$ cat src/mcds_pkg.sv
// Constants and types shared by the calibration debug status block
// Notes on behaviour
// - Run power-up init after reset before calibration
// - Init programs each mode register by commands
// - No calibration failure reported during init
// - Done flag low until calibration succeeds
// - Nine-bit status word before calibration
// - Per-rank 128-bit calibration stage status bus
// - Nine-bit status word after calibration
// - Status readable at any time
// - Mode registers zero to six split 9/7
// - Clock period split as 9/8 bits
// - Module type codes 01 to 04
// - Supply level codes 01 to 03
// - Memory family codes 01 to 04
// - Transmit PLL multiply and divide words
// - Clock manager multiply and divide words
// - Config words 0-32, name, info reserved
// - Extended debug set only when option enabled
package mcds_pkg;
   // Word indices on the debug read port
   localparam logic [5:0] IDX_CFG_FIRST   = 6'h00; // Reserved config words 0..32
   localparam logic [5:0] IDX_CFG_LAST    = 6'h20;
   localparam logic [5:0] IDX_MR_BASE     = 6'h21; // Mode reg low/high pairs
   localparam logic [5:0] IDX_CODE_NAME   = 6'h2f; // Reserved
   localparam logic [5:0] IDX_PERIOD_LO   = 6'h30;
   localparam logic [5:0] IDX_PERIOD_HI   = 6'h31;
   localparam logic [5:0] IDX_MOD_TYPE    = 6'h32;
   localparam logic [5:0] IDX_VOLTAGE     = 6'h33;
   localparam logic [5:0] IDX_MEM_FAMILY  = 6'h34;
   localparam logic [5:0] IDX_PLL_MULT    = 6'h35;
   localparam logic [5:0] IDX_PLL_DIV     = 6'h36;
   localparam logic [5:0] IDX_CM_MULT     = 6'h37;
   localparam logic [5:0] IDX_CM_DIV      = 6'h38;
   localparam logic [5:0] IDX_CTRL_INFO   = 6'h39; // Reserved
   localparam logic [5:0] IDX_PRE_STATUS  = 6'h3a;
   localparam logic [5:0] IDX_POST_STATUS = 6'h3b;
   localparam logic [5:0] IDX_DONE        = 6'h3c;
   // Field layout
   localparam int MR_LO_W     = 9;
   localparam int MR_HI_W     = 7;
   localparam int PER_LO_W    = 9;
   localparam int PER_HI_W    = 8;
   localparam int NUM_MR      = 7;
   localparam int STAT_W      = 9;
   localparam int RANK_STAT_W = 128;
   // Encodings
   localparam logic [7:0] MOD_COMPONENT = 8'h01;
   localparam logic [7:0] MOD_UDIMM     = 8'h02;
   localparam logic [7:0] MOD_SODIMM    = 8'h03;
   localparam logic [7:0] MOD_RDIMM     = 8'h04;
   localparam logic [7:0] VOLT_1V20     = 8'h01;
   localparam logic [7:0] VOLT_1V35     = 8'h02;
   localparam logic [7:0] VOLT_1V50     = 8'h03;
   localparam logic [7:0] FAM_DDR3      = 8'h01;
   localparam logic [7:0] FAM_DDR4      = 8'h02;
   localparam logic [7:0] FAM_RLDRAM    = 8'h03;
   localparam logic [7:0] FAM_QDRSRAM   = 8'h04;
   // Reset values
   localparam logic [15:0] RD_RESET     = 16'h0000;
   localparam logic [15:0] RESERVED_VAL = 16'h0000;
   // Status bits of pre/post words
   localparam int PRE_INIT_DONE_BIT = 0;
   localparam int PRE_MRS_DONE_BIT  = 1;
   localparam int POST_FAIL_BIT     = 0;
   // Init sequencer timing
   localparam int  INIT_WAIT_NS  = 500;  // Settle time before first mode command
   localparam int  CLK_PERIOD_NS = 4;
   localparam int  INIT_WAIT_CYC = (INIT_WAIT_NS + CLK_PERIOD_NS - 1) / CLK_PERIOD_NS;
   localparam int  MRS_GAP_CYC   = 4;    // Spacing between mode register commands
   // Sequencer states
   typedef enum logic [2:0] {
      MCDS_RESET, MCDS_INIT_WAIT, MCDS_MRS, MCDS_CAL, MCDS_DONE, MCDS_FAIL
   } mcds_state_t;
endpackage : mcds_pkg

$ cat src/mcds_status.sv
// Calibration debug status bank: init sequencer, status capture, read port
`timescale 1ns/1ps
`default_nettype none
module mcds_status #(
   parameter int          NUM_RANKS   = 1,
   parameter bit          DEBUG_EXT   = 1'b0,
   parameter logic [15:0] MR_VAL0     = 16'h0000,
   parameter logic [15:0] MR_VAL1     = 16'h0000,
   parameter logic [15:0] MR_VAL2     = 16'h0000,
   parameter logic [15:0] MR_VAL3     = 16'h0000,
   parameter logic [15:0] MR_VAL4     = 16'h0000,
   parameter logic [15:0] MR_VAL5     = 16'h0000,
   parameter logic [15:0] MR_VAL6     = 16'h0000,
   parameter logic [16:0] CLK_PERIOD  = 17'h00000,
   parameter logic [7:0]  MODULE_TYPE = 8'h01,
   parameter logic [7:0]  VOLTAGE     = 8'h01,
   parameter logic [7:0]  MEM_FAMILY  = 8'h02,
   parameter logic [15:0] PLL_MULT    = 16'h0001,
   parameter logic [15:0] PLL_DIV     = 16'h0001,
   parameter logic [15:0] CM_MULT     = 16'h0001,
   parameter logic [15:0] CM_DIV      = 16'h0001
) (
   // Clock and reset
   input  wire logic                          mclk,
   input  wire logic                          rst_b,
   // Calibration engine handshake
   input  wire logic                          cal_pass,
   input  wire logic                          cal_fail,
   input  wire logic [NUM_RANKS*128-1:0]      rank_stage_in,
   // Mode register command issue
   output logic                               mrs_valid,
   output logic [2:0]                         mrs_sel,
   output logic [15:0]                        mrs_value,
   output logic                               cal_start,
   // Status outputs
   output logic                               calib_done,
   output logic [8:0]                         pre_status,
   output logic [8:0]                         post_status,
   output logic [NUM_RANKS*128-1:0]           rank_status,
   // Extended debug probe
   output logic [2:0]                         dbg_state,
   // Debug host read port
   input  wire logic                          dbg_rd,
   input  wire logic                          dbg_wr,
   input  wire logic [5:0]                    dbg_addr,
   input  wire logic [15:0]                   dbg_wdata,
   output logic [15:0]                        dbg_rdata,
   output logic                               dbg_ack
);
   // Elaboration checks on parameters
   if (NUM_RANKS < 1 || NUM_RANKS > 4) begin : g_bad_ranks
      $error("NUM_RANKS must lie in 1..4");
   end
   if (mcds_pkg::INIT_WAIT_CYC < 1) begin : g_bad_wait
      $error("Init wait must be at least one cycle");
   end
   if (mcds_pkg::MRS_GAP_CYC < 2) begin : g_bad_gap
      $error("Mode command gap must be at least two cycles");
   end

   // Table of mode register values indexed by number
   logic [15:0] mr_tab [mcds_pkg::NUM_MR];
   assign mr_tab[0] = MR_VAL0;
   assign mr_tab[1] = MR_VAL1;
   assign mr_tab[2] = MR_VAL2;
   assign mr_tab[3] = MR_VAL3;
   assign mr_tab[4] = MR_VAL4;
   assign mr_tab[5] = MR_VAL5;
   assign mr_tab[6] = MR_VAL6;

   // Sequencer state and counters
   mcds_pkg::mcds_state_t state_r;       // Current phase
   logic [15:0]           wait_cnt_r;    // Settle and gap counter
   logic [2:0]            mr_idx_r;      // Next mode register to program
   logic [15:0]           mr_shadow_r [mcds_pkg::NUM_MR]; // Values actually issued

   // Phase sequencer: init wait, mode programming, then calibration
   always_ff @(posedge mclk) begin
      if (!rst_b) begin
         state_r    <= mcds_pkg::MCDS_RESET;
         wait_cnt_r <= 16'h0000;
         mr_idx_r   <= 3'h0;
      end else begin
         case (state_r)
            mcds_pkg::MCDS_RESET: begin
               // Reset just released: begin power-up init
               state_r    <= mcds_pkg::MCDS_INIT_WAIT;
               wait_cnt_r <= 16'(mcds_pkg::INIT_WAIT_CYC - 1);
            end
            mcds_pkg::MCDS_INIT_WAIT: begin
               if (wait_cnt_r == 16'h0000) begin
                  // First command leaves here, so its gap starts one short
                  state_r    <= mcds_pkg::MCDS_MRS;
                  wait_cnt_r <= 16'(mcds_pkg::MRS_GAP_CYC - 2);
               end else begin
                  wait_cnt_r <= wait_cnt_r - 16'h0001;
               end
            end
            mcds_pkg::MCDS_MRS: begin
               // One command per gap, all seven registers
               if (wait_cnt_r != 16'h0000) begin
                  wait_cnt_r <= wait_cnt_r - 16'h0001;
               end else if (mr_idx_r == 3'(mcds_pkg::NUM_MR - 1)) begin
                  state_r <= mcds_pkg::MCDS_CAL; // Calibration only after init
               end else begin
                  mr_idx_r   <= mr_idx_r + 3'h1;
                  wait_cnt_r <= 16'(mcds_pkg::MRS_GAP_CYC - 1);
               end
            end
            mcds_pkg::MCDS_CAL: begin
               // Failure only seen here, never during init
               if (cal_fail) begin
                  state_r <= mcds_pkg::MCDS_FAIL;
               end else if (cal_pass) begin
                  state_r <= mcds_pkg::MCDS_DONE;
               end
            end
            mcds_pkg::MCDS_DONE: state_r <= mcds_pkg::MCDS_DONE;
            mcds_pkg::MCDS_FAIL: state_r <= mcds_pkg::MCDS_FAIL;
            default:             state_r <= mcds_pkg::MCDS_RESET;
         endcase
      end
   end

   // Mode command issue: pulse on the first cycle of each gap
   always_ff @(posedge mclk) begin
      if (!rst_b) begin
         mrs_valid <= 1'b0;
         mrs_sel   <= 3'h0;
         mrs_value <= 16'h0000;
      end else begin
         mrs_valid <= 1'b0;
         if (state_r == mcds_pkg::MCDS_MRS && wait_cnt_r == 16'(mcds_pkg::MRS_GAP_CYC - 1)
             || state_r == mcds_pkg::MCDS_INIT_WAIT && wait_cnt_r == 16'h0000) begin
            mrs_valid <= 1'b1;
            mrs_sel   <= (state_r == mcds_pkg::MCDS_INIT_WAIT) ? 3'h0 : mr_idx_r;
            mrs_value <= mr_tab[(state_r == mcds_pkg::MCDS_INIT_WAIT) ? 3'h0 : mr_idx_r];
         end
      end
   end

   // Remember what was programmed so the read port reports it
   always_ff @(posedge mclk) begin
      if (!rst_b) begin
         for (int i = 0; i < mcds_pkg::NUM_MR; i++) begin
            mr_shadow_r[i] <= 16'h0000;
         end
      end else if (mrs_valid) begin
         mr_shadow_r[mrs_sel] <= mrs_value;
      end
   end

   // Calibration start strobe and done flag
   always_ff @(posedge mclk) begin
      if (!rst_b) begin
         cal_start  <= 1'b0;
         calib_done <= 1'b0;
      end else begin
         cal_start  <= (state_r == mcds_pkg::MCDS_MRS) && (wait_cnt_r == 16'h0000)
                       && (mr_idx_r == 3'(mcds_pkg::NUM_MR - 1));
         // High only after a pass, stays low on failure
         calib_done <= (state_r == mcds_pkg::MCDS_DONE)
                       || (state_r == mcds_pkg::MCDS_CAL && cal_pass && !cal_fail);
      end
   end

   // Pre and post status words and per-rank buses
   always_ff @(posedge mclk) begin
      if (!rst_b) begin
         pre_status  <= 9'h000;
         post_status <= 9'h000;
         rank_status <= '0;
      end else begin
         // Core state before calibration
         pre_status[mcds_pkg::PRE_INIT_DONE_BIT] <= (state_r != mcds_pkg::MCDS_RESET)
                                                   && (state_r != mcds_pkg::MCDS_INIT_WAIT);
         pre_status[mcds_pkg::PRE_MRS_DONE_BIT]  <= (state_r == mcds_pkg::MCDS_CAL)
                                                   || (state_r == mcds_pkg::MCDS_DONE)
                                                   || (state_r == mcds_pkg::MCDS_FAIL);
         pre_status[8:2] <= 7'h00;
         // Per-rank stage status passes only once calibration runs
         if (state_r == mcds_pkg::MCDS_CAL) begin
            rank_status <= rank_stage_in;
         end
         // Final word once calibration ends
         post_status[mcds_pkg::POST_FAIL_BIT] <= (state_r == mcds_pkg::MCDS_FAIL);
         post_status[1] <= (state_r == mcds_pkg::MCDS_DONE);
         post_status[8:2] <= 7'h00;
      end
   end

   // Optional extended probe, tied to zero when not generated
   if (DEBUG_EXT) begin : g_dbg
      always_ff @(posedge mclk) begin
         if (!rst_b) begin
            dbg_state <= 3'h0;
         end else begin
            dbg_state <= 3'(state_r);
         end
      end
   end else begin : g_nodbg
      always_ff @(posedge mclk) begin
         dbg_state <= 3'h0;
      end
   end

   // Read mux for the debug host; all words are read-only
   logic [15:0] rd_mux;
   logic [2:0]  mr_num;
   always_comb begin
      rd_mux = mcds_pkg::RESERVED_VAL;
      mr_num = 3'((dbg_addr - mcds_pkg::IDX_MR_BASE) >> 1);
      if (dbg_addr <= mcds_pkg::IDX_CFG_LAST) begin
         rd_mux = mcds_pkg::RESERVED_VAL;
      end else if (dbg_addr < mcds_pkg::IDX_CODE_NAME) begin
         if (dbg_addr[0] == mcds_pkg::IDX_MR_BASE[0]) begin
            rd_mux = {7'h00, mr_shadow_r[mr_num][8:0]};
         end else begin
            rd_mux = {9'h000, mr_shadow_r[mr_num][15:9]};
         end
      end else begin
         case (dbg_addr)
            mcds_pkg::IDX_CODE_NAME:   rd_mux = mcds_pkg::RESERVED_VAL;
            mcds_pkg::IDX_PERIOD_LO:   rd_mux = {7'h00, CLK_PERIOD[8:0]};
            mcds_pkg::IDX_PERIOD_HI:   rd_mux = {8'h00, CLK_PERIOD[16:9]};
            mcds_pkg::IDX_MOD_TYPE:    rd_mux = {8'h00, MODULE_TYPE};
            mcds_pkg::IDX_VOLTAGE:     rd_mux = {8'h00, VOLTAGE};
            mcds_pkg::IDX_MEM_FAMILY:  rd_mux = {8'h00, MEM_FAMILY};
            mcds_pkg::IDX_PLL_MULT:    rd_mux = PLL_MULT;
            mcds_pkg::IDX_PLL_DIV:     rd_mux = PLL_DIV;
            mcds_pkg::IDX_CM_MULT:     rd_mux = CM_MULT;
            mcds_pkg::IDX_CM_DIV:      rd_mux = CM_DIV;
            mcds_pkg::IDX_CTRL_INFO:   rd_mux = mcds_pkg::RESERVED_VAL;
            mcds_pkg::IDX_PRE_STATUS:  rd_mux = {7'h00, pre_status};
            mcds_pkg::IDX_POST_STATUS: rd_mux = {7'h00, post_status};
            mcds_pkg::IDX_DONE:        rd_mux = {15'h0000, calib_done};
            default:                   rd_mux = mcds_pkg::RESERVED_VAL;
         endcase
      end
   end

   // Read answer one cycle after the strobe; writes are acknowledged and dropped
   always_ff @(posedge mclk) begin
      if (!rst_b) begin
         dbg_rdata <= mcds_pkg::RD_RESET;
         dbg_ack   <= 1'b0;
      end else begin
         dbg_ack <= dbg_rd | dbg_wr; // Writes change nothing
         if (dbg_rd) begin
            dbg_rdata <= rd_mux; // Any state, any time
         end
      end
   end

   // Write data is deliberately unused: the bank has no writable word
   logic unused_wdata;
   assign unused_wdata = ^dbg_wdata;
endmodule : mcds_status
`default_nettype wire

$ cat config.mk
export PLATFORM = sky130hd
export DESIGN_NAME = mcds_status
export DESIGN_NICKNAME = d
export VERILOG_FILES = /design/src/mcds_pkg.sv /design/src/mcds_status.sv
export SDC_FILE = /design/constraint.sdc
export NUM_CORES = 1
export LEC_CHECK = 0
export ABC_AREA = 1
export BUFFER_PORTS_ARGS = -buffer_cell sky130_fd_sc_hd__clkbuf_2
export CAP_MARGIN = 20
export CORE_AREA = 2 2 132 134
export CTS_CLUSTER_DIAMETER = 60
export CTS_CLUSTER_SIZE = 20
export DETAILED_ROUTE_END_ITERATION = 6
export DIE_AREA = 0 0 134 136
export GPL_TIMING_DRIVEN = 0
export PLACE_DENSITY_LB_ADDON = 0.2
export RECOVER_POWER = 50
export SLEW_MARGIN = 5
export SYNTH_ARGS = -nofsm -noshare
export SYNTH_HDL_FRONTEND = slang
export SYNTH_SLANG_ARGS = --single-unit
export TNS_END_PERCENT = 20
$ cat constraint.sdc
create_clock -name mclk -period 1.9 [get_ports mclk]
set_input_delay 0.38 -clock mclk [delete_from_list [all_inputs] [get_ports mclk]]
set_output_delay 0.38 -clock mclk [all_outputs]
set_load 0.1 [all_outputs]
; ---- Yosys cells after proc, flatten, opt, wreduce, memory -nomap -nowiden
; Memory sizes are Yosys's and may differ from the RTL's. A register that Yosys moved wholly into a read port is not among the register bits.
; Cells that the tools add are included.
[totals]
elab_cells = 94
romBits = 128
out_inout_bits = 188
regBits = 191
ramBits = 112
n_memories = 2
latchBits = 0
[op_classes]
n_eq_ne = 23
mux = 23
div = 0
shift = 0
n_mul = 0
bitwise_logic = 4
reduce_logical = 23
addsub = 3
order_cmp = 2
[memory_table]
columns = name, depth, width, rd, rd_clocked_by_memory_dff, write_ports, line
row1 = (no name shown), 8, 16, 1, 1, 0, mcds_status.sv:137  ; mrs_value <= mr_tab[(state_r == mcds_pkg::MCDS_INIT_WAIT) ? 3'h0 : mr_idx_r];
row2 = mr_shadow_r, 7, 16, 1, 0, 7, mcds_status.sv:75  ; logic [15:0] mr_shadow_r [mcds_pkg::NUM_MR];
[ops]
columns = op, count
row1 = 16-bit 2-to-1 mux, 6
row2 = "6-bit equality test, second input constant", 10
row3 = 16-bit case mux with 3 select lines, 1
row4 = 9-bit case mux with 5 select lines, 1
row5 = 3-bit 2-to-1 mux, 7
row6 = 3-bit case mux with 6 select lines, 1
row7 = "16-bit by 2-bit equality test with 1-bit output, second input constant", 1
row8 = 16-bit logical NOT, 1
row9 = 16-bit nonzero test, 1
row10 = 16-bit OR reduction, 1
row11 = "16-bit by 1-bit subtractor with 16-bit output, second input constant", 1
row12 = "3-bit equality test, second input constant", 3
row13 = 9-bit 2-to-1 mux, 1
row14 = 1-bit logical AND, 7
row15 = "3-bit by 2-bit equality test with 1-bit output, second input constant", 2
row16 = "6-bit less-or-equal comparator, second input constant", 1
row17 = "6-bit less-than comparator, second input constant", 1
row18 = 1-bit 2-to-1 mux, 6
row19 = "3-bit != test, second input constant", 2
row20 = 3-bit nonzero test, 2
row21 = 6-bit OR reduction, 1
row22 = 1-bit logical OR, 4
row23 = "2-bit != test, second input constant", 2
row24 = 3-bit inverter with 4-bit output, 1
row25 = other kinds (12), 14

; ---- Depth between registers and ports, before layout
; Gate-level depths: netlist (run 1).
[logic_depth]
depth_word = 5
ltp_mapped = 11

; ---- Least setup slack after synthesis (run 1)
; Ideal clock, no wire load.
[synth_timing]
path_kind = reg-to-reg
from = register calib_done
to = register dbg_rdata[0]
stages_incl_launch_ff = 7
t_arrival_ns = 1.426
setup_slack_ns = 0.403
synth_period_minus_slack_ns = 1.497
required_ns = 1.829
setup_ns = 0.071
path_buffers = 0
cell_sequence = dfxtp_1 > nand2_1 > nor2_1 > a21oi_1 > nand2_1 > nand2_1 > a21oi_1
[synth_via]
elab_chain_len = 3
[synth_rtl]
columns = element, line
row1 = from (decl), mcds_status.sv:36  ; output logic calib_done,
row2 = from (signal assigned), mcds_status.sv:162  ; calib_done <= (state_r == mcds_pkg::MCDS_DONE)
row3 = 9-bit case mux with 5 select lines, mcds_status.sv:222  ; case (dbg_addr)
row4 = 16-bit 2-to-1 mux, mcds_status.sv:215  ; end else if (dbg_addr < mcds_pkg::IDX_CODE_NAME) begin
row5 = 16-bit 2-to-1 mux, mcds_status.sv:213  ; if (dbg_addr <= mcds_pkg::IDX_CFG_LAST) begin
row6 = to (signal assigned), mcds_status.sv:245  ; dbg_rdata <= mcds_pkg::RD_RESET;
row7 = to (signal assigned), mcds_status.sv:250  ; dbg_rdata <= rd_mux;
row8 = to (decl), mcds_status.sv:47  ; output logic [15:0] dbg_rdata,
; Every way passes these cells.
; A chain may end at the register's enable or synchronous reset.

; ---- Final worst setup path (run 1)
[layout_timing]
from = register state_r[0]
to = register rank_status[21]
[layout_via]
elab_chain_len = 1
[layout_rtl]
columns = element, line
row1 = from (decl), mcds_status.sv:72  ; mcds_pkg::mcds_state_t state_r;
row2 = from (signal assigned), mcds_status.sv:80  ; state_r <= mcds_pkg::MCDS_RESET;
row3 = from (signal assigned), mcds_status.sv:87  ; state_r <= mcds_pkg::MCDS_INIT_WAIT;
row4 = from (signal assigned), mcds_status.sv:93  ; state_r <= mcds_pkg::MCDS_MRS;
row5 = 3-bit by 2-bit equality test with 1-bit output, mcds_status.sv:182  ; if (state_r == mcds_pkg::MCDS_CAL) begin
row6 = to (signal assigned), mcds_status.sv:183  ; rank_status <= rank_stage_in;
row7 = to (decl), mcds_status.sv:39  ; output logic [NUM_RANKS*128-1:0] rank_status,
; Every way passes these cells.

==> run metrics, run 1 <==
TNS Setup=0 ns; root cell of the clock tree=clkbuf_16; post-synthesis sequential area ratio=49.65%; worst-case hold slack=0.1623 ns; RSZ-0062 raised after global routing=no; number of antenna violations at the first check in global routing=0; final period demand of the worst path=1.732 ns; number of pins exceeding their max-slew limit in the final report=0; CTS Sinks=163; number of warnings reported in the yosys synthesis log=0; number of detailed-routing iterations run before antenna repair=5; syn_area_per_cell=7.494 µm²; Hold Path Stages=3; critical path cell sequence=nand2_1 > nor2_2 > inv_1 > clkbuf_1 > buf_2 > nor2_1 > nor2_1; die outline width=134 µm; area of the die=18,220 µm²; final-layout fill cell count=1,684; commonest cells after routing, fill and taps aside=301 x nor2_1, 278 x clkbuf_2, 163 x dfxtp_1; vias per inst=4.502; largest net degree at the start of global routing=17; Worst Reg-to-Reg Cells=7; site row count=48; leading area contributor after synthesis=dfxtp_1; number of buffers created by CTS=17; sort of element at the start of the critical path=register; number of global-route vias before repair=6,030; Nets=1,383; most used cell, CP=nor2_1; cell types occupying the most area after synthesis=dfxtp_1 50%, nor2_1 17%, o21ai_0 10%; number of remaining DRC errors=0; GRT Total Usage=21.05%; P&R area growth vs syn=37.39%; Core Area=16,880 µm²; result of the run=finished clean; peak fanout along the critical path=10; Distinct cells, synth=34; kind of capture point of the worst setup path=register; worst min-delay path category=input port to register; fmax=0.5775 GHz; Critical Setup Path Class=register to register; DP Area=8428 µm²; CTS tree=yes; longest individual stage delay on the worst path=0.44 ns; chip height=136 µm; Antenna Cells=0; register bit total from synthesis=163; total power density per cell area=1738 nW/µm²; Clock Latency Late Sink=0.42 ns; cell area after synthesis=6573 µm²; Placer Congestion=0.8332; final antenna-violating net count=0; post-synth top area share=49.65%; proportion of layout cells with a drive suffix above 1=32.71%; HPWL Detailed=14.69 mm; worst-case setup slack after placement=0.04511 ns; worst-case setup margin in the final layout=0.1684 ns; number of top-level pins=344; Pleak=4.747 nW; WP data arrival=2.05 ns; input/output buffers=280; gate count of the mapped netlist=877; fin crit share=91.14%; final std cell area, no fill=9030 µm²; final-report hold violation count=0; most frequent standard cell in the layout excluding fill and tap cells=nor2_1; vias post-DR=6,573; total congestion overflow=0; CP max stage cell=dfxtp_1; Detailed Route WL=19.45 mm; peak supply drop=0.001137 V; worst-margin pin slew=0.6621 ns; wire length of the first global-routing pass=30.28 mm; first-iteration detailed-routing DRC count=322; worst max-slew margin expressed relative to the limit=55.86%; number of max-cap violations=0; wire per inst=13.32 µm; number of buffers on the longest clock path=2; count of final setup violators=0; Clock transition at path regs=0.07 ns; CP required=2.21 ns; starting density of the core=38.95%; htree depth=4; clk_skew=0.008549 ns
[where the power goes]
part	switching [mW]	leakage, nW	total, mW	internal, mW
Combinational	6.38	3.13	7.63	1.25
Sequential	0.422	1.33	4.54	4.12
Clock	1.51	0.295	3.53	2.02
[cells by family (layout without fill, tap and decap cells)]
kind of cell	Yosys count	after routing	synth area share, %
AND/OR/NAND/NOR	405	405	24.96
AO/OA/AOI/OAI	173	173	13.52
flip-flops	163	163	49.65
buffers and inverters	129	441	10.74
adder cells (fa/ha/maj)	5	5	0.9518
other	1	47	0.05706
XOR/XNOR	1	1	0.1333
[through the flow]
step | power (mW) | std cells | util [%]
2_1_floorplan | 10.92 | 923 | -
3_3_place_gp | 12.20 | 1428 | 49.94
3_5_place_dp | 12.24 | 1428 | 49.94
4_1_cts | 15.80 | 1460 | 53.56
5_1_grt | 16.39 | 1460 | 53.51
6_report | 15.69 | 1460 | 53.51
[final timing paths]
kind | start | endpoint | slack, ns
worst max-delay path | state_r[0]$_SDFFE_PN0P_ | rank_status[21]$_SDFFE_PN0P_ | 0.17
worst min register to register | mrs_sel[1]$_SDFFE_PN0P_ | mrs_sel[1]$_SDFFE_PN0P_ | 0.46
worst max register to register | state_r[0]$_SDFFE_PN0P_ | rank_status[21]$_SDFFE_PN0P_ | 0.17
worst min-delay path | dbg_wr | dbg_ack$_SDFF_PN0_ | 0.16
[registers in the layout, indices dropped and copies added (netlist names)]
signal / cells
state_r: 3
mr_idx_r: 3
wait_cnt_r: 16
mrs_sel: 3
calib_done: 1
cal_start: 1
dbg_rdata: 2
pre_status: 2
rank_status: 128
post_status: 2
dbg_ack: 1
mrs_valid: 1
[layer usage]
metal	track usage [%]	vias up	wire (µm)
li1	-	3415	-
met1	23.65	2904	7894
met2	36.55	222	9628
met3	7.569	32	1533
met4	8.097	0	396
met5	0	-	0
[synthesized netlist by cell type, drive strengths merged]
master,count
o31ai,1
nand3,18
o21ai,143
conb,1
buf,76
nor2,309
xor2,1
a31oi,1
a22oi,1
a21boi,1
nand4,8
nor3,7
nand3b,1
ha,5
clkinv,1
a21oi,24
inv,34
clkbuf,18
nand2,61
o2111ai,1
dfxtp,163
or2,1
o211ai,1
[layout make-up]
cell class              count  area, µm²  area share [%]
plain buffers              94      573.1           6.346
clock buffers              18      439.2           4.864
clock inverters            14      171.4           1.898
inverters                  35      131.4           1.455
multi-input cells         631       2771           30.69
flip-flops and latches    163       3263           36.14
well taps                 225      281.5           3.118
repair buffers            280       1399           15.49
[timing repair]
action                                  CTS  global route
endpoints found under the setup margin    0           107
buffers inserted                          0             0
gates resized for setup                   0             1
hold buffers                              0             0
hold endpoints to repair                  0             0
[critical path: cells and delay by family, from the launching register on]
kind	cells	cell delay, ns
buffers and inverters	3	0.62
and+or+nand+nor	4	0.55
DFF	1	0.44
Power figures use the tool's default switching activity.
==> run 2: changes to the inputs <==
--- a/config.mk
+++ b/config.mk
@@ -7,12 +7,14 @@
 export LEC_CHECK = 0
 export ABC_AREA = 1
 export BUFFER_PORTS_ARGS = -buffer_cell sky130_fd_sc_hd__clkbuf_2
-export CAP_MARGIN = 20
-export CORE_AREA = 2 2 132 134
+export CAP_MARGIN = 10
+export CELL_PAD_IN_SITES_DETAIL_PLACEMENT = 1
+export CELL_PAD_IN_SITES_GLOBAL_PLACEMENT = 1
+export CORE_ASPECT_RATIO = 1.2
+export CORE_UTILIZATION = 31
 export CTS_CLUSTER_DIAMETER = 60
 export CTS_CLUSTER_SIZE = 20
 export DETAILED_ROUTE_END_ITERATION = 6
-export DIE_AREA = 0 0 134 136
 export GPL_TIMING_DRIVEN = 0
 export PLACE_DENSITY_LB_ADDON = 0.2
 export RECOVER_POWER = 50
==> run 2 against run 1 <==
Compared with the run above:
- combinational power up 1%
- largest power group unchanged
- critical path type unchanged
- highest routed layer unchanged
- register-to-register slack barely moved
- critical path depth stayed put
- non-clock buffer count stayed put
- largest cell class unchanged
- clock skew up 0.0031 ns
==> run metrics, run 2 (synthesis results as in run 1) <==
area of the die=21,790 µm²; worst min-delay path category=input port to register; wire per inst=14.88 µm; worst-case setup margin in the final layout=0.1729 ns; sort of element at the start of the critical path=register; site row count=58; hold path startpoint=rank_stage_in[86]; clk_skew=0.01165 ns; count of final setup violators=0; commonest cells after routing, fill and taps aside=301 x nor2_1, 280 x clkbuf_2, 163 x dfxtp_1; worst max-slew margin expressed relative to the limit=50.82%; Pleak=4.763 nW; proportion of layout cells with a drive suffix above 1=32.90%; fin crit share=90.90%; fmax=0.5790 GHz; Critical Setup Path Class=register to register; number of global-route vias before repair=6,894; max FFs per register=128; number of buffers created by CTS=17; Clock Latency Late Sink=0.43 ns; peak fanout along the critical path=10; final antenna-violating net count=0; root cell of the clock tree=clkbuf_16; Clock transition at path regs=0.07 ns; final period demand of the worst path=1.727 ns; WP data arrival=2.04 ns; Post-CTS Setup Inserts=0; die outline width=134.9 µm; HPWL Detailed=17.10 mm; number of detailed-routing iterations run before antenna repair=4; total congestion overflow=0; most frequent standard cell in the layout excluding fill and tap cells=nor2_1; chip height=161.5 µm; register with the most flip-flops=rank_status; GRT Total Usage=20.82%; vias per inst=4.530; P&R area growth vs syn=38.55%; worst-margin pin slew=0.7378 ns; Largest regs=rank_status (128), wait_cnt_r (16); fin cells=1,504; CTS tree=yes; kind of capture point of the worst setup path=register; cell count after placement=1,473; largest net degree at the start of global routing=17; result of the run=finished clean; number of remaining DRC errors=0; worst-case setup slack after placement=-0.2195 ns; number of buffers on the longest clock path=2; number of max-cap violations=0; CP required=2.21 ns; wire length of the first global-routing pass=35.21 mm; final-report hold violation count=0; RSZ-0062 raised after global routing=no; first-iteration detailed-routing DRC count=228; CTS Sinks=163; vias post-DR=6,813; total power density per cell area=1750 nW/µm²; input/output buffers=280; startpoint of the worst setup timing path=state_r[0]$_SDFFE_PN0P_; Placer Congestion=0.8206; launch point of the worst reg-to-reg path=state_r[0]$_SDFFE_PN0P_; Nets=1,383; peak supply drop=0.0007224 V; number of top-level pins=344; total power of the final layout=15.93 mW; htree depth=4; Core Area=20,900 µm²; number of pins exceeding their max-slew limit in the final report=0; starting density of the core=31.45%; number of antenna violations at the first check in global routing=0; Antenna Cells=0; Detailed Route WL=22.38 mm
[run 2: cell types whose count changed in the layout (fill, tap and decap cells not counted), sizes merged]
cell | before | now
clkinvlp | 2 | 1
bufinv | 2 | 3
inv | 40 | 38
clkinv | 5 | 6
[run 2: cell type report]
class                   instances  area (µm²)
inverters                      35       131.4
fillers                      2748       11790
clock inverters                13       172.7
flip-flops and latches        163        3263
clock buffers                  18       439.2
repair buffers                280        1399
well taps                     270       337.8
multi-input cells             631        2786
plain buffers                  94       576.8
[run 2: stage by stage]
| stage | hold slack [ns] | util (%) | instance area [µm²] | setup TNS, ns |
|---|---|---|---|---|
| after floorplan | 0.4571 | - | 6745 | 0 |
| after global placement | 0.4531 | 40.60 | 8484 | -7.634 |
| after detailed placement | 0.4628 | 40.60 | 8484 | -10.51 |
| after CTS | 0.1506 | 43.54 | 9100 | 0 |
| after global routing | 0.1587 | 43.57 | 9106 | 0 |
| final | 0.1663 | 43.57 | 9106 | 0 |
[run 2: metal layers]
metal  share of wire, %  wire length, µm  GRT usage, %  vias up
li1                   -                -             -     3401
met1                 38             8535         21.89     3176
met2                 52            11580         37.56      198
met3                7.5             1688         7.596       38
met4                2.6              575         7.610        0
met5                  0                0             0        -
[run 2: path summary, 6_finish.rpt]
path,slack (ns),to,depth (start not counted)
worst max-delay path,0.17,rank_status[103]$_SDFFE_PN0P_,7
worst max register to register,0.17,rank_status[103]$_SDFFE_PN0P_,7
worst min register to register,0.47,mrs_sel[0]$_SDFFE_PN0P_,2
worst min-delay path,0.17,rank_status[86]$_SDFFE_PN0P_,3
[run 2: what timing repair did]
action,in CTS,in global routing
hold endpoints to repair,0,0
pin swaps,0,0
resized for setup,2,3
hold buffers,0,0
endpoints found under the setup margin,110,30
[run 2: worst max-delay path, cell delays in order, from the launching register on]
cell,delay (ns)
dfxtp_1,0.44
nand2_1,0.14
nor2_4,0.17
inv_1,0.07
clkbuf_2,0.26
buf_2,0.27
nor2_1,0.19
nor2_1,0.07
[run 2: power by group]
group | total [mW] | leakage, nW | internal, mW | switching, mW
clock network | 3.64 | 0.298 | 2.12 | 1.52
logic | 7.74 | 3.14 | 1.26 | 6.48
registers | 4.55 | 1.33 | 4.12 | 0.434
==> run 3: changes to the inputs <==
--- a/config.mk
+++ b/config.mk
@@ -11,7 +11,8 @@
 export CELL_PAD_IN_SITES_DETAIL_PLACEMENT = 1
 export CELL_PAD_IN_SITES_GLOBAL_PLACEMENT = 1
 export CORE_ASPECT_RATIO = 1.2
-export CORE_UTILIZATION = 31
+export CORE_UTILIZATION = 32
+export CTS_BUF_LIST = sky130_fd_sc_hd__clkbuf_8
 export CTS_CLUSTER_DIAMETER = 60
 export CTS_CLUSTER_SIZE = 20
 export DETAILED_ROUTE_END_ITERATION = 6
==> run 3 against run 2 <==
Compared with the run above:
- critical path depth is 6 lower
- utilization is 0.19 points higher
- worst hold slack worse by 0.040 ns
- setup slack better by 0.011 ns
- clock skew is 0.0053 ns higher
- sequential power hardly changed
- cell count is 0.27% lower
- total power is 8.1% lower
- critical endpoint is now rank_status[94]
==> run metrics, run 3 (synthesis results as in run 1) <==
P&R area growth vs syn=34.38%; sequential group share of total power=31.0%; wire length of the first global-routing pass=35.01 mm; number of max-cap violations=0; switching power=8.296 mW; final period demand of the worst path=1.716 ns; result of the run=finished clean; number of buffers created by CTS=17; RSZ-0062 raised after global routing=no; fin cells=1,500; total congestion overflow=0; commonest cells after routing, fill and taps aside=301 x nor2_1, 279 x clkbuf_2, 163 x dfxtp_1; CP max stage cell=clkbuf_2; fin crit share=90.31%; site row count=57; peak fanout along the critical path=2; worst min-delay path category=input port to register; number of antenna violations at the first check in global routing=0; Core Area=20,180 µm²; clock network power share=16.5%; number of global-route vias before repair=6,838; TNS Setup=0 ns; number of buffers on the longest clock path=2; internal power contribution=6.343 mW; Antenna Cells=0; area of the die=21,120 µm²; count of final setup violators=0; Nets=1,383; Detailed Route WL=21.93 mm; wire per inst=14.62 µm; kind of capture point of the worst setup path=output pin; Largest regs=rank_status (128), wait_cnt_r (16); Clock transition at path regs=0.10 ns; Pleak=4.621 nW; proportion of layout cells with a drive suffix above 1=32.71%; vias post-DR=6,801; register with the most flip-flops=rank_status; Placer Congestion=0.7968; longest individual stage delay on the worst path=0.48 ns; final-report hold violation count=0; Worst Reg-to-Reg Cells=9; depth of the critical timing path with buffers and inverters included=1; net switching share of the total power=56.67%; count of buffering cells on the critical path with inverters included=1; Clock Latency Late Sink=0.46 ns; chip height=159.0 µm; final antenna-violating net count=0; Hold Path Stages=3; number of detailed-routing iterations run before antenna repair=4; max FFs per register=128; clk_skew=0.01699 ns; CTS tree=yes; root cell of the clock tree=clkbuf_8; HPWL Detailed=16.86 mm; peak supply drop=0.0008550 V; number of pins exceeding their max-slew limit in the final report=0; number of top-level pins=344; fraction of power consumed by combinational cells=52.5%; GRT Total Usage=21.00%; CTS Sinks=163; most frequent standard cell in the layout excluding fill and tap cells=nor2_1; first-iteration detailed-routing DRC count=221; worst-margin pin slew=0.6655 ns; hold buffer count at CTS=0; input/output buffers=280; critical path cell sequence=clkbuf_2; CP required=1.52 ns; number of remaining DRC errors=0; cell count after placement=1,468; kind of cell adding the most delay to the critical path=buffers and inverters; WP data arrival=1.34 ns; starting density of the core=32.56%; htree depth=4; worst max-slew margin expressed relative to the limit=55.64%; die outline width=132.8 µm; fmax=0.5828 GHz; Critical Setup Path Class=register to output pin; vias per inst=4.534; sort of element at the start of the critical path=register; largest net degree at the start of global routing=17; total power density per cell area=1657 nW/µm²
-- run 3: cell count changes in the layout (fill, tap and decap cells not counted), sizes merged --
cell / previous run / this run
clkinvlp: 1 / 7
bufinv: 3 / 0
clkbuf: 317 / 318
clkinv: 6 / 3
-- run 3: worst paths after layout --
path	from	to	slack [ns]
worst max-delay path	rank_status[94]$_SDFFE_PN0P_	rank_status[94]	0.18
worst min register to register	dbg_rdata[0]$_SDFFE_PN0P_	dbg_rdata[0]$_SDFFE_PN0P_	0.47
worst min-delay path	rank_stage_in[92]	rank_status[92]$_SDFFE_PN0P_	0.13
worst max register to register	wait_cnt_r[0]$_SDFFE_PN0P_	wait_cnt_r[4]$_SDFFE_PN0P_	0.19
-- run 3: per-stage QoR --
step	hold slack, ns	total power [mW]	worst slack [ns]	area (µm²)	utilization, %
CTS	0.1022	14.77	0.01584	8842	43.81
global placement	0.4524	12.26	0.02093	8478	42.01
global route	0.1061	15.37	0.008422	8832	43.76
floorplan	0.4571	10.92	0.4034	6745	-
detailed placement	0.4563	12.34	0.01477	8478	42.01
finish	0.1265	14.64	0.1841	8832	43.76
-- run 3: area by class of cell --
cell class | count | area [µm²]
plain buffers | 94 | 574.3
clock buffers | 19 | 261.5
clock inverters | 13 | 102.6
fillers | 2707 | 11350
inverters | 35 | 131.4
multi-input cells | 631 | 2769
flip-flops and latches | 163 | 3263
well taps | 265 | 331.6
repair buffers | 280 | 1399
-- run 3: power by group through the flow --
stage / Combinational, mW / Sequential (mW) / Clock (mW)
2_1_floorplan: 2.24 / 8.68 / 0
3_3_place_gp: 7.67 / 4.59 / 0
3_5_place_dp: 7.73 / 4.61 / 0
4_1_cts: 7.75 / 4.54 / 2.48
5_1_grt: 8.13 / 4.64 / 2.60
6_report: 7.68 / 4.54 / 2.42
-- run 3: routing by layer --
layer	global-route usage (%)	share of wire, %	wire, µm
met3	7.832	8.3	1812
met2	37.43	51	11110
met4	7.628	2.2	478
met5	0	0	0
met1	22.39	39	8535
-- run 3: repair_timing --
action,in CTS,in global routing
setup buffers,0,0
gates resized for setup,0,3
endpoints found under the setup margin,0,120
